$ cat src/verilog/adcc_map.svh
// timing counts and pin-level constants for the converter bus controller
`ifndef ADCC_MAP_SVH
`define ADCC_MAP_SVH
`define ADCC_CLK_PERIOD_NS   50
`define ADCC_START_MIN_NS    300
`define ADCC_START_CYC       ((`ADCC_START_MIN_NS + `ADCC_CLK_PERIOD_NS - 1) / `ADCC_CLK_PERIOD_NS)
`define ADCC_SETUP_CYC       2
`define ADCC_READ_CYC        5
`define ADCC_BUSY_WAIT_CYC   8
`define ADCC_CONV_TIME_NS    10000
`define ADCC_CONV_TMO_CYC    (2 * `ADCC_CONV_TIME_NS / `ADCC_CLK_PERIOD_NS)
`define ADCC_CNT_W           10
`endif

$ cat src/verilog/adcc_pkg.sv
// types of the converter bus controller
package adcc_pkg;
  typedef enum logic [6:0] {
    ST_IDLE   = 7'b0000001,
    ST_SETUP  = 7'b0000010,
    ST_WPULSE = 7'b0000100,
    ST_WBUSY  = 7'b0001000,
    ST_WDONE  = 7'b0010000,
    ST_RPULSE = 7'b0100000,
    ST_RLATCH = 7'b1000000
  } adcc_state_type;
endpackage : adcc_pkg

$ cat src/verilog/adcc_sync_if.sv
// carrier between the controller and its pin synchroniser
`timescale 1ns/100ps
interface adcc_sync_if;
  logic       busy;
  logic [7:0] data;
  logic       rise;
  logic       fall;
  modport src (output busy, output data, output rise, output fall);
  modport dst (input busy, input data, input rise, input fall);
endinterface : adcc_sync_if

$ cat src/verilog/adcc_ctrl.sv
// host-side controller: starts conversions and reads results over the converter pins
`timescale 1ns/100ps
`include "adcc_map.svh"

// Operation
// read_not_write low converts, high reads
// hold start pulse at least 300 ns
// status high throughout a conversion
// device resolves eight bits MSB first
// device times bits itself, no clock
// status falls at end of conversion
// data drives only on selected read
// raising selects ends read, releases bus
// no data drive during conversion
// starts during conversion are ignored
// conversion cannot be aborted or restarted
// bipolar select sampled at start, high bipolar
// unipolar needs bipolar select low at start
// coding select at start; bipolar 1 twos
// both selects low enable; else nothing
// selects held low repeat conversions
// unipolar coding 0 straight, 1 twos
// status high for the conversion duration
module adcc_ctrl (
  input  wire logic       sys_clk_i,         // system clock, 20 MHz
  input  wire logic       rst_i,             // async reset, active high
  input  wire logic       conv_req_i,        // user: request a conversion (level, taken when ready)
  input  wire logic       bipolar_i,         // user: bipolar range wanted
  input  wire logic       twos_i,            // user: two's complement coding wanted
  input  wire logic       read_req_i,        // user: request a result read
  output logic            ready_o,           // user: controller idle, requests taken
  output logic            conv_done_o,       // user: conversion finished, pulse
  output logic            rd_valid_o,        // user: result valid, pulse
  output logic [7:0]      rd_data_o,         // user: last read result
  output logic            timeout_o,         // user: status never fell, pulse
  output logic            chip_en_n_o,       // pin: chip enable, active low
  output logic            chip_sel_n_o,      // pin: chip select, active low
  output logic            read_not_write_o,  // pin: high read, low write
  output logic            bipolar_unipolar_select_o, // pin: range select
  output logic            format_o,          // pin: output coding select
  input  wire logic       status_i,          // pin: converter busy
  input  wire logic [7:0] data_i             // pin: converter data bus
);
  // ****************************************************************
  // pin synchroniser
  // ****************************************************************
  adcc_sync_if sync ();

  adcc_pin_sync u_sync (
    .sys_clk_i (sys_clk_i),
    .rst_i     (rst_i),
    .status_i  (status_i),
    .data_i    (data_i),
    .sync      (sync)
  );

  // ****************************************************************
  // sequencer
  // ****************************************************************
  adcc_pkg::adcc_state_type state_reg, state_next;
  logic [`ADCC_CNT_W-1:0]   cnt_reg, cnt_next;
  logic                     seen_reg, seen_next;
  logic                     ce_n_reg, ce_n_next;
  logic                     cs_n_reg, cs_n_next;
  logic                     rnw_reg, rnw_next;
  logic                     rng_reg, rng_next;
  logic                     fmt_reg, fmt_next;
  logic [7:0]               data_reg, data_next;
  logic                     done_reg, done_next;
  logic                     valid_reg, valid_next;
  logic                     tmo_reg, tmo_next;

  always_comb begin
    state_next = state_reg;
    cnt_next   = cnt_reg;
    seen_next  = seen_reg;
    ce_n_next  = ce_n_reg;
    cs_n_next  = cs_n_reg;
    rnw_next   = rnw_reg;
    rng_next   = rng_reg;
    fmt_next   = fmt_reg;
    data_next  = data_reg;
    done_next  = 1'b0;
    valid_next = 1'b0;
    tmo_next   = 1'b0;
    unique case (state_reg)
      adcc_pkg::ST_IDLE: begin
        ce_n_next = 1'b1;
        cs_n_next = 1'b1;
        rnw_next  = 1'b1;
        cnt_next  = '0;
        // no new access while the converter still reports busy
        if (!sync.busy) begin
          if (conv_req_i) begin
            rng_next   = bipolar_i;
            fmt_next   = twos_i;
            rnw_next   = 1'b0;
            state_next = adcc_pkg::ST_SETUP;
          end else if (read_req_i) begin
            rnw_next   = 1'b1;
            state_next = adcc_pkg::ST_SETUP;
          end
        end
      end
      adcc_pkg::ST_SETUP: begin
        // select lines settle before the strobe falls
        if (cnt_reg == `ADCC_CNT_W'(`ADCC_SETUP_CYC - 1)) begin
          cnt_next  = '0;
          ce_n_next = 1'b0;
          cs_n_next = 1'b0;
          state_next = rnw_reg ? adcc_pkg::ST_RPULSE : adcc_pkg::ST_WPULSE;
        end else begin
          cnt_next = cnt_reg + `ADCC_CNT_W'(1);
        end
      end
      adcc_pkg::ST_WPULSE: begin
        if (sync.rise) begin
          seen_next = 1'b1;
        end
        // short pulse so a held strobe cannot chain conversions
        if (cnt_reg == `ADCC_CNT_W'(`ADCC_START_CYC - 1)) begin
          cnt_next   = '0;
          ce_n_next  = 1'b1;
          cs_n_next  = 1'b1;
          state_next = adcc_pkg::ST_WBUSY;
        end else begin
          cnt_next = cnt_reg + `ADCC_CNT_W'(1);
        end
      end
      adcc_pkg::ST_WBUSY: begin
        rnw_next = 1'b1;
        cnt_next = cnt_reg + `ADCC_CNT_W'(1);
        if (sync.rise || sync.busy) begin
          seen_next = 1'b1;
        end
        if (seen_reg && sync.fall) begin
          done_next  = 1'b1;
          seen_next  = 1'b0;
          state_next = adcc_pkg::ST_WDONE;
        end else if (!seen_reg && !sync.busy &&
                     cnt_reg >= `ADCC_CNT_W'(`ADCC_BUSY_WAIT_CYC)) begin
          // very fast device: status already dropped before seen
          done_next  = 1'b1;
          state_next = adcc_pkg::ST_WDONE;
        end else if (cnt_reg == `ADCC_CNT_W'(`ADCC_CONV_TMO_CYC)) begin
          tmo_next   = 1'b1;
          seen_next  = 1'b0;
          state_next = adcc_pkg::ST_WDONE;
        end
      end
      adcc_pkg::ST_WDONE: begin
        cnt_next   = '0;
        state_next = adcc_pkg::ST_IDLE;
      end
      adcc_pkg::ST_RPULSE: begin
        // reads only start when not busy, so the bus is driven
        // hold long enough for the pin synchroniser to pass the new byte
        if (cnt_reg == `ADCC_CNT_W'(`ADCC_READ_CYC - 1)) begin
          data_next  = sync.data;
          cnt_next   = '0;
          state_next = adcc_pkg::ST_RLATCH;
        end else begin
          cnt_next = cnt_reg + `ADCC_CNT_W'(1);
        end
      end
      adcc_pkg::ST_RLATCH: begin
        ce_n_next  = 1'b1;
        cs_n_next  = 1'b1;
        valid_next = 1'b1;
        state_next = adcc_pkg::ST_IDLE;
      end
      default: begin
        state_next = adcc_pkg::ST_IDLE;
      end
    endcase
  end

  always_ff @(posedge sys_clk_i or posedge rst_i) begin
    if (rst_i) begin
      state_reg <= adcc_pkg::ST_IDLE;
      cnt_reg   <= '0;
      seen_reg  <= 1'b0;
      ce_n_reg  <= 1'b1;
      cs_n_reg  <= 1'b1;
      rnw_reg   <= 1'b1;
      rng_reg   <= 1'b0;
      fmt_reg   <= 1'b0;
      data_reg  <= 8'h00;
      done_reg  <= 1'b0;
      valid_reg <= 1'b0;
      tmo_reg   <= 1'b0;
    end else begin
      state_reg <= state_next;
      cnt_reg   <= cnt_next;
      seen_reg  <= seen_next;
      ce_n_reg  <= ce_n_next;
      cs_n_reg  <= cs_n_next;
      rnw_reg   <= rnw_next;
      rng_reg   <= rng_next;
      fmt_reg   <= fmt_next;
      data_reg  <= data_next;
      done_reg  <= done_next;
      valid_reg <= valid_next;
      tmo_reg   <= tmo_next;
    end
  end

  // ****************************************************************
  // outputs
  // ****************************************************************
  assign ready_o                   = (state_reg == adcc_pkg::ST_IDLE) & ~sync.busy;
  assign conv_done_o               = done_reg;
  assign rd_valid_o                = valid_reg;
  assign rd_data_o                 = data_reg;
  assign timeout_o                 = tmo_reg;
  assign chip_en_n_o               = ce_n_reg;
  assign chip_sel_n_o              = cs_n_reg;
  assign read_not_write_o          = rnw_reg;
  assign bipolar_unipolar_select_o = rng_reg;
  assign format_o                  = fmt_reg;
endmodule : adcc_ctrl

$ cat src/verilog/adcc_pin_sync.sv
// three-stage synchroniser for the status and data pins
`timescale 1ns/100ps
module adcc_pin_sync (
  input  wire logic       sys_clk_i,    // system clock
  input  wire logic       rst_i,        // async reset
  input  wire logic       status_i,     // status pin
  input  wire logic [7:0] data_i,       // data bus pins
  adcc_sync_if.src        sync          // synchronised view
);
  logic [8:0] s1_reg, s2_reg, s3_reg, val_reg;
  logic [8:0] val_next;

  always_comb begin
    val_next = val_reg;
    // accept a level only once the last two stages agree
    for (int i = 0; i < 9; i++) begin
      if (s2_reg[i] == s3_reg[i]) begin
        val_next[i] = s3_reg[i];
      end
    end
  end

  always_ff @(posedge sys_clk_i or posedge rst_i) begin
    if (rst_i) begin
      s1_reg  <= 9'h000;
      s2_reg  <= 9'h000;
      s3_reg  <= 9'h000;
      val_reg <= 9'h000;
    end else begin
      s1_reg  <= {status_i, data_i};
      s2_reg  <= s1_reg;
      s3_reg  <= s2_reg;
      val_reg <= val_next;
    end
  end

  assign sync.busy = val_reg[8];
  assign sync.data = val_reg[7:0];
  assign sync.rise = val_next[8] & ~val_reg[8];
  assign sync.fall = ~val_next[8] & val_reg[8];
endmodule : adcc_pin_sync

$ cat config.mk
export PLATFORM = sky130hd
export DESIGN_NAME = adcc_ctrl
export DESIGN_NICKNAME = d
export VERILOG_FILES = /design/src/verilog/adcc_pkg.sv /design/src/verilog/adcc_sync_if.sv /design/src/verilog/adcc_ctrl.sv /design/src/verilog/adcc_pin_sync.sv
export VERILOG_INCLUDE_DIRS = /design/src /design/src/verilog
export SDC_FILE = /design/constraint.sdc
export NUM_CORES = 1
export LEC_CHECK = 0
export BUFFER_PORTS_ARGS = -buffer_cell sky130_fd_sc_hd__buf_4
export CAP_MARGIN = 20
export CORE_ASPECT_RATIO = 1.75
export CORE_MARGIN = 2
export CORE_UTILIZATION = 35
export CTS_CLUSTER_SIZE = 14
export DETAILED_ROUTE_END_ITERATION = 6
export SKIP_CTS_REPAIR_TIMING = 1
export SLEW_MARGIN = 20
export SYNTH_ARGS = -nofsm -noshare
export SYNTH_HDL_FRONTEND = slang
export SYNTH_SLANG_ARGS = --single-unit
$ cat constraint.sdc
create_clock -name sys_clk_i -period 3 [get_ports sys_clk_i]
set_input_delay 0.6 -clock sys_clk_i [delete_from_list [all_inputs] [get_ports sys_clk_i]]
set_output_delay 0.6 -clock sys_clk_i [all_outputs]
set_load 0.005 [all_outputs]
Word-level counts from Yosys, hierarchy flattened
Index checks and enable logic that the tools add are counted.
{"block": "op_classes", "mux": 36, "add_sub_neg": 1, "n_eq_ne": 27, "reduce_logical": 17, "magnitude_cmp": 1, "bitwise": 5}
{"cell": "7-bit 2-to-1 mux", "n": 9}
{"cell": "10-bit case mux with 5 select lines", "n": 1}
{"cell": "7-bit case mux with 5 select lines", "n": 1}
{"cell": "10-bit 2-to-1 mux", "n": 3}
{"cell": "10-bit by 3-bit equality test with 1-bit output, second input constant", "n": 2}
{"cell": "1-bit 2-to-1 mux", "n": 18}
{"cell": "10-bit by 1-bit adder with 10-bit output, second input constant", "n": 1}
{"cell": "10-bit by 1-bit equality test with 1-bit output, second input constant", "n": 1}
{"cell": "10-bit by 9-bit equality test with 1-bit output, second input constant", "n": 1}
{"cell": "10-bit by 4-bit >= comparator with 1-bit output, second input constant", "n": 1}
{"cell": "2-bit != test, second input constant", "n": 5}
{"cell": "1-bit equality test", "n": 9}
{"cell": "7-bit by 1-bit equality test with 1-bit output, second input constant", "n": 1}
{"cell": "7-bit by 2-bit equality test with 1-bit output, second input constant", "n": 1}
{"cell": "7-bit by 3-bit equality test with 1-bit output, second input constant", "n": 1}
{"cell": "7-bit by 4-bit equality test with 1-bit output, second input constant", "n": 1}
{"cell": "7-bit by 5-bit equality test with 1-bit output, second input constant", "n": 1}
{"cell": "7-bit by 6-bit equality test with 1-bit output, second input constant", "n": 1}
{"cell": "7-bit equality test, second input constant", "n": 1}
{"cell": "6-bit 2-to-1 mux", "n": 1}
{"cell": "3-bit AND reduction", "n": 2}
{"cell": "6-bit AND reduction", "n": 1}
{"cell": "5-bit nonzero test", "n": 1}
{"cell": "4-bit != test, second input constant", "n": 1}
{"cell": "other kinds (12)", "n": 22}
{"block": "totals", "inputBits": 15, "wordCells": 110, "output_inout_bits": 17, "register_bits": 69}

Logic depth before layout (Yosys ltp)
Gate-level depths: netlist of run 1.
{"block": "depth", "depth_word": 9, "depth_mapped": 7, "mapped_depth_nobuf": 6}

Modules after synthesis
A second synthesis of run 1 with hierarchy kept.
{"block": "hier_totals", "hier_cells": 238, "area_unflattened_um2": 2875.3}
{"module": "adcc_ctrl", "n_inst": 1, "cells_per_inst": 190, "area_each_um2": 1851.8, "seq_area_each_um2": 829.5}
{"module": "adcc_pin_sync", "n_inst": 1, "cells_per_inst": 48, "area_each_um2": 1023.5, "seq_area_each_um2": 900.9}

Least setup slack after synthesis of run 1
Ideal clock, no wire load.
{"block": "synth_path", "kind": "reg-to-reg", "startpoint": "reg state_reg[0]", "endpoint": "reg state_reg[5]", "path_buffers": 1, "required_time_ps": 2869, "setup_ps": 131, "synth_period_minus_slack_ps": 1854, "path_stages_with_launch": 7, "arrival_time_ps": 1723, "slack_ps": 1146, "path_cell_list": "dfstp_2 buf_6 nor3_2 nand4b_2 or4_4 nand4b_2 o22ai_1"}
{"block": "synth_via", "elab_chain_len": 3, "elab_cells_between_ends": 13, "cone_classes": "eq/ne: 11; mux: 1; reduce/logical: 1"}
{"item": "start, declared", "line": "adcc_ctrl.sv:60", "rtl": "adcc_pkg::adcc_state_type state_reg, state_next;"}
{"item": "start signal, assigned", "line": "adcc_ctrl.sv:180", "rtl": "state_reg <= adcc_pkg::ST_IDLE;"}
{"item": "start signal, assigned", "line": "adcc_ctrl.sv:193", "rtl": "state_reg <= state_next;"}
{"item": "7-bit by 4-bit equality test with 1-bit output (tied with other cells)", "line": "adcc_ctrl.sv:86", "rtl": "unique case (state_reg)"}
{"item": "4-bit != test (no line) (tied with other cells)"}
{"item": "6-bit AND reduction (no line)"}
Several ways; a longest one is shown, not always the timed one.
A chain may end at the register's enable or synchronous reset.

Worst setup path after layout of run 1
{"block": "layout_path", "startpoint": "reg state_reg[2]", "endpoint": "out ready_o"}
{"block": "layout_via", "elab_chain_len": 2}
{"item": "7-bit by 1-bit equality test with 1-bit output", "line": "adcc_ctrl.sv:211", "rtl": "assign ready_o = (state_reg == adcc_pkg::ST_IDLE) & ~sync.busy;"}
{"item": "1-bit AND", "line": "adcc_ctrl.sv:211"}
{"item": "end, declared", "line": "adcc_ctrl.sv:31", "rtl": "output logic ready_o,"}
No other way between the ends.

==> impl_metrics.ini, run 1 <==
[floorplanning]
core_region_area_um2 = 7909
dieWidth_um = 72.35
io_pins = 32
fp.dieH_um = 123.6
dieArea_um2 = 8944
placementRows = 43
start_util_pct = 36.18

[clock_network]
cts_sinks = 69
cts_max_path_buffers = 2
worst_skew_pair.late_latency_ns = 0.33
clkSlewWorstSetupHoldPaths_ns = 0.05
cts_tree = yes
cts_made_buffers = 9
cts_root_buffer = clkbuf_16
cts_max_level = 3

[power_and_ir_drop]
power.switching_uw = 878.3
intPower_mw = 2.335
peakVddDrop_v = 0.0003205
cellPowerDensity_nw_per_um2 = 895.9
p_comb_share_pct = 21.5
p_total_mw = 3.214
switching_share_pct = 27.33
p_leak_nw = 1.651
clockPowerShare_pct = 42.8
p_seq_share_pct = 35.7

[synth]
avgSynthCellArea_um2 = 12.23
synth_area_leaders = dfrtp_1 (58%), o21ai_0 (3.1%), mux2_1 (3.1%), maj3_1 (2.8%), dfstp_2 (2.8%)
synthesis.area_um2 = 2861
ys_ff_latch = 69
synthesis.nets = 252
synth_async_sr_flop_share_pct = 100.0
ys_types = 51
synth_cells = 234
yosysWarnings = 0
synth_flop_cell = dfrtp_1
seq_area_frac_synth_pct = 60.47
yosys.area.top_type = dfrtp_1
synth_top_cell_area_share_pct = 57.72
synth-edff-count = 0

[setup_path]
crit_required_ns = 2.40
crit_type = register to primary output
rr_worst_depth = 4
crit_path_start = state_reg[2]
cp_max_fo = 9
reg2reg_slack_ns = 0.84
r2r_start = state_reg[2]
timing.critical_path.to = ready_o
end_kind = primary output
reg2reg_to = rd_data_o[6]
arrival_ns = 1.75
start_kind = register

[layout]
finalNetCount = 290
fin_area_um2 = 3587
diodes = 0
largest_reg_flops = 10
syn_to_final_growth_pct = 25.36
drive_above_1_share_pct = 23.83

[grt]
grt_pass1_vias = 2003
grt_max_degree = 37
grt_overflow = 0
antenna_found_initial = 0
track_usage_pct = 14.19
grt_pass1_wl_um = 9246

[timing]
tightest_slew_ns = 0.7225
setup-tns-final_ns = 0
rsz0062_at_grt = false
relSlewSlack_pct = 51.76
period_needed_ns = 2.350
hold_viol_final = 0
skew_ns = 0.004124
final-setup-viol-count = 0
slew_viol_final = 0
fin_crit_sh_pct = 78.34
max_freq_ghz = 0.4255
setup_ws_ns = 0.6498

[min_path]
hp-class = register to register

[flow_run]
drv_cap = 0

[routing]
wl_per_cell_um = 15.23
drtAntennaViolNets = 0
drc = 0
vias_per_cell = 5.270
vias = 1934
drt_iter0_drc = 68
routed_wl_um = 5588
drt-pass1-iter-count = 4

[placement]
dp_slack_ns = 0.8385
portBuffers = 31
dpl_cell_area_um2 = 3191
post-dp-hpwl_um = 4031
place.gp.congestion = 0.8664

[outcome]
outcome = finished, final reports clean
-- worst min-delay path by stage --
stage	startpoint	to	slack, ns	cells past startpoint
final	u_sync.s1_reg[5]	u_sync.s2_reg[5]	0.35	0
after global routing	u_sync.s1_reg[0]	u_sync.s2_reg[0]	0.35	0
after CTS	u_sync.s1_reg[0]	u_sync.s2_reg[0]	0.35	0
after detailed placement	u_sync.s1_reg[0]	u_sync.s2_reg[0]	0.33	0
after global placement	u_sync.s1_reg[4]	u_sync.s2_reg[4]	0.33	0
after floorplan	u_sync.s1_reg[0]	u_sync.s2_reg[0]	0.33	0
-- metrics by stage --
stage | cells | hold slack (ns) | util [%]
6_report | 367 | 0.3450 | 45.36
5_1_grt | 367 | 0.3518 | 45.36
4_1_cts | 367 | 0.3464 | 45.36
3_5_place_dp | 351 | 0.3347 | 40.34
3_3_place_gp | 351 | 0.3340 | 40.34
2_1_floorplan | 234 | 0.3312 | -
-- logic make-up (layout without fill, tap and decap cells) --
kind of cell | Yosys count | in the layout | synth area share (%)
adder cells (fa/ha/maj) | 11 | 11 | 4.110
flip-flops | 69 | 69 | 60.47
AO/OA/AOI/OAI | 52 | 52 | 11.54
AND/OR/NAND/NOR | 69 | 69 | 15.43
multiplexers | 11 | 11 | 4.285
XOR/XNOR | 3 | 3 | 0.9184
buffers and inverters | 19 | 62 | 3.236
-- layer usage --
layer	GRT usage, %	vias to the layer above	part of all wire (%)	wire, um
met3	4.854	18	4.1	228
li1	-	919	-	-
met1	14.53	956	39	2185
met4	11.44	0	4.8	268
met2	23.11	41	52	2905
met5	0	-	0	0
-- layout by cell type, fill, tap and decap left out, drive strengths merged, types with 3 or more instances in the layout --
master   n
a21oi   10
a22oi    4
and3     5
and4     4
buf     33
bufinv   5
clkbuf  10
dfrtp   66
dfstp    3
ha       3
inv     13
maj3     8
mux2    10
nand2    6
nand2b   4
nand3    8
nand4b   3
nor2    17
nor3     4
nor4     4
o21ai   20
o21bai   4
o22ai    4
-- cells in the mapped netlist (all sizes together) (2+ instances only) --
master / count
and4b: 2
o21bai: 4
a22oi: 4
nand2: 6
or2: 2
and2: 2
and4: 4
a211oi: 2
o211ai: 2
nand4: 2
nor3: 4
nor2: 17
dfrtp: 66
maj3: 8
and3: 5
o22ai: 4
ha: 3
o21ai: 20
nor4: 4
dfstp: 3
nand2b: 4
buf: 5
a21oi: 10
inv: 13
xor2: 2
nand3: 8
or3: 2
nand4b: 3
mux2: 10
-- layout make-up --
| type | count | area (um2) |
|---|---|---|
| fillers | 737 | 4322 |
| multi-input cells | 146 | 1039 |
| repair buffers | 33 | 260.3 |
| flip-flops and latches | 69 | 1730 |
| clock buffers | 10 | 239.0 |
| inverters | 13 | 48.80 |
| well taps | 90 | 112.6 |
| clock inverters | 6 | 157.7 |
-- worst max-delay path, stage by stage (launching register included) --
cell	delay, ns
dfrtp_1	0.47
nor4_2	0.45
nand3_1	0.22
nor2_1	0.15
buf_4	0.13
-- power by group through the flow --
stage	sequential, mW	combinational (mW)	clock [mW]
finish	1.15	0.690	1.38
global placement	1.16	0.689	0
global route	1.16	0.774	1.45
detailed placement	1.16	0.691	0
CTS	1.15	0.698	1.41
floorplan	1.12	0.499	0
Note: power is estimated with default switching activity, not from simulation.
==> inputs of run 2 (changes only) <==
--- a/config.mk
+++ b/config.mk
@@ -6,6 +6,7 @@
 export SDC_FILE = /design/constraint.sdc
 export NUM_CORES = 1
 export LEC_CHECK = 0
+export ABC_AREA = 1
 export BUFFER_PORTS_ARGS = -buffer_cell sky130_fd_sc_hd__buf_4
 export CAP_MARGIN = 20
 export CORE_ASPECT_RATIO = 1.75
==> constraint.sdc (replaced) <==
create_clock -name sys_clk_i -period 1.99 [get_ports sys_clk_i]
set_input_delay 0.398 -clock sys_clk_i [delete_from_list [all_inputs] [get_ports sys_clk_i]]
set_output_delay 0.398 -clock sys_clk_i [all_outputs]
set_load 0.005 [all_outputs]
==> impl_metrics.ini, run 2 <==
[timing]
skew_ns = 0.007145
period_needed_ns = 1.879
rsz0062_at_grt = false
final-setup-viol-count = 0
hold_viol_final = 0
max_freq_ghz = 0.5321
tightest_slew_ns = 0.3809
relSlewSlack_pct = 74.37
slew_viol_final = 0
setup-tns-final_ns = 0
fin_crit_sh_pct = 94.44

[synth]
ys_top_cells_by_count = nand2_1 (89), dfrtp_1 (66), nor2_1 (37)
synth_top_cell_area_share_pct = 53.97
synthSimpleGateAreaFrac_pct = 27.43
synthMuxAreaShare_pct = 2.944
synthesis.nets = 344
yosys.area.top_type = dfrtp_1
synth_compound_area_share_pct = 2.862
ys_types = 31
synthesis.area_um2 = 3060
yosysWarnings = 0
avgSynthCellArea_um2 = 9.388
synth_async_sr_flop_share_pct = 100.0
synth_xor_area_share_pct = 0.8585
seq_area_frac_synth_pct = 56.54
synth_flop_cell = dfrtp_1
synth_area_leaders = dfrtp_1 (54%), nand2_1 (11%), nor2_1 (4.5%), inv_1 (3.4%), mux2_2 (2.9%)
synth_cells = 326
synth-edff-count = 0
synth_most_common_cell = nand2_1
synth_top_family_by_area = simple AND/OR/NAND/NOR gates
synth_fa_ha_area_share_pct = 3.843
ys_ff_latch = 69

[layout]
largest_reg_flops = 10
finalNetCount = 387
layout_common_cells = nand2_1 (89), dfrtp_1 (66), nor2_1 (37), buf_4 (33), inv_1 (27)
drive_above_1_share_pct = 26.20
fill_cells = 853
instances_no_fill = 491
syn_to_final_growth_pct = 22.77
multi_input_comb_area_um2 = 1161
final_common_cell = nand2_1
regArea_um2 = 1730
fin_area_um2 = 3757
diodes = 0

[outcome]
outcome = finished, final reports clean

[power_and_ir_drop]
p_leak_nw = 1.912
clockPowerShare_pct = 33.8
power.switching_mw = 1.595
p_comb_share_pct = 28.1
intPower_mw = 2.980
switching_share_pct = 34.87
cellPowerDensity_nw_per_um2 = 1218
p_seq_share_pct = 38.2
peakVddDrop_v = 0.0005576

[routing]
drt-pass1-iter-count = 4
vias = 2246
drc = 0
vias_per_cell = 4.574
drtAntennaViolNets = 0
drt_iter0_drc = 147
routed_wl_um = 6624
wl_per_cell_um = 13.49

[floorplanning]
io_pins = 32
core_region_area_um2 = 8615
placementRows = 45
dieArea_um2 = 9537
dieWidth_um = 74.69
start_util_pct = 35.53
fp.dieH_um = 127.7

[setup_path]
rr_worst_depth = 11
end_kind = primary output
r2r_start = cnt_reg[0]
reg2reg_to = cnt_reg[7]
cp_max_fo = 4
arrival_ns = 1.48
reg2reg_slack_ns = 0.25
crit_type = register to primary output
start_kind = register
crit_required_ns = 1.59

[flow_run]
drv_cap = 0

[grt]
grt_pass1_wl_um = 11210
grt_max_degree = 70
antenna_found_initial = 0
grt_overflow = 0
grt_pass1_vias = 2327
track_usage_pct = 16.08

[clock_network]
cts_root_buffer = clkbuf_16
cts_max_path_buffers = 2
cts_made_buffers = 9
worst_skew_pair.late_latency_ns = 0.33
cts_tree = yes
cts_max_level = 3
cts_sinks = 69
clkSlewWorstSetupHoldPaths_ns = 0.06

[placement]
dp_cells = 475
dpl_cell_area_um2 = 3463
post-dp-hpwl_um = 4943
place.gp.congestion = 0.8975
portBuffers = 31

[min_path]
hp-class = input port to async pin
run 2: cell types whose count changed in the layout (fill, tap and decap cells not counted), moves of 7 or more:
cell and change:
inv_1 +15, nand3_1 +8, nand2_1 +83, nand2_2 +7, o21ai_0 -11, nor2_1 +20, mux2_1 -8, inv_2 +7
run 2: layout make-up:
type | count | share of cell area (%)
Clock inverter | 5 | 1.099
Timing Repair Buffer | 34 | 7.126
Multi-Input combinational cell | 216 | 30.90
Inverter | 39 | 4.196
Tap cell | 117 | 3.896
Sequential cell | 69 | 46.05
Clock buffer | 11 | 6.727
run 2: layer usage:
layer | GRT usage (%) | wire (um)
met4 | 8.613 | 240
met5 | 0 | 0
met1 | 16.83 | 2482
met2 | 28.21 | 3692
met3 | 4.324 | 209
run 2: cell families after synthesis:
group	count (synthesis)
flip-flops	69
AND/OR/NAND/NOR	178
XOR/XNOR	3
buffers and inverters	41
AO/OA/AOI/OAI	16
multiplexers	8
adder cells (fa/ha/maj)	11
run 2: how the worst max path moves through the flow:
stage            endpoint          from  cells after the start  slack, ns
6_report          ready_o  state_reg[0]                      5       0.11
3_3_place_gp   cnt_reg[7]    cnt_reg[0]                     11       0.30
2_1_floorplan  cnt_reg[0]    cnt_reg[0]                     11       0.46
5_1_grt           ready_o  state_reg[0]                      5      0.007
3_5_place_dp   cnt_reg[7]    cnt_reg[0]                     11       0.25
4_1_cts           ready_o  state_reg[0]                      5       0.08
run 2: power by group through the flow:
stage / clock (mW) / sequential (mW) / combinational (mW)
detailed placement: 0 / 1.77 / 1.30
global placement: 0 / 1.76 / 1.29
CTS: 1.59 / 1.74 / 1.30
finish: 1.54 / 1.75 / 1.28
floorplan: 0 / 1.73 / 0.891
global route: 1.66 / 1.76 / 1.44
run 2: stage by stage:
stage / utilization (%) / worst slack, ns / power, mW / hold WS, ns
2_1_floorplan: - / 0.4609 / 2.622 / 0.3312
3_3_place_gp: 40.20 / 0.2972 / 3.047 / 0.3345
3_5_place_dp: 40.20 / 0.2544 / 3.069 / 0.3347
4_1_cts: 43.62 / 0.07829 / 4.635 / 0.1566
5_1_grt: 43.62 / 0.007144 / 4.857 / 0.1545
6_report: 43.62 / 0.1106 / 4.575 / 0.1562
run 2: critical path, cell delays in order (launching register included):
cell and delay [ns]:
dfstp_2 0.55, nand2_1 0.05, nor2_1 0.12, nand2_2 0.10, nor2_1 0.18, buf_4 0.15
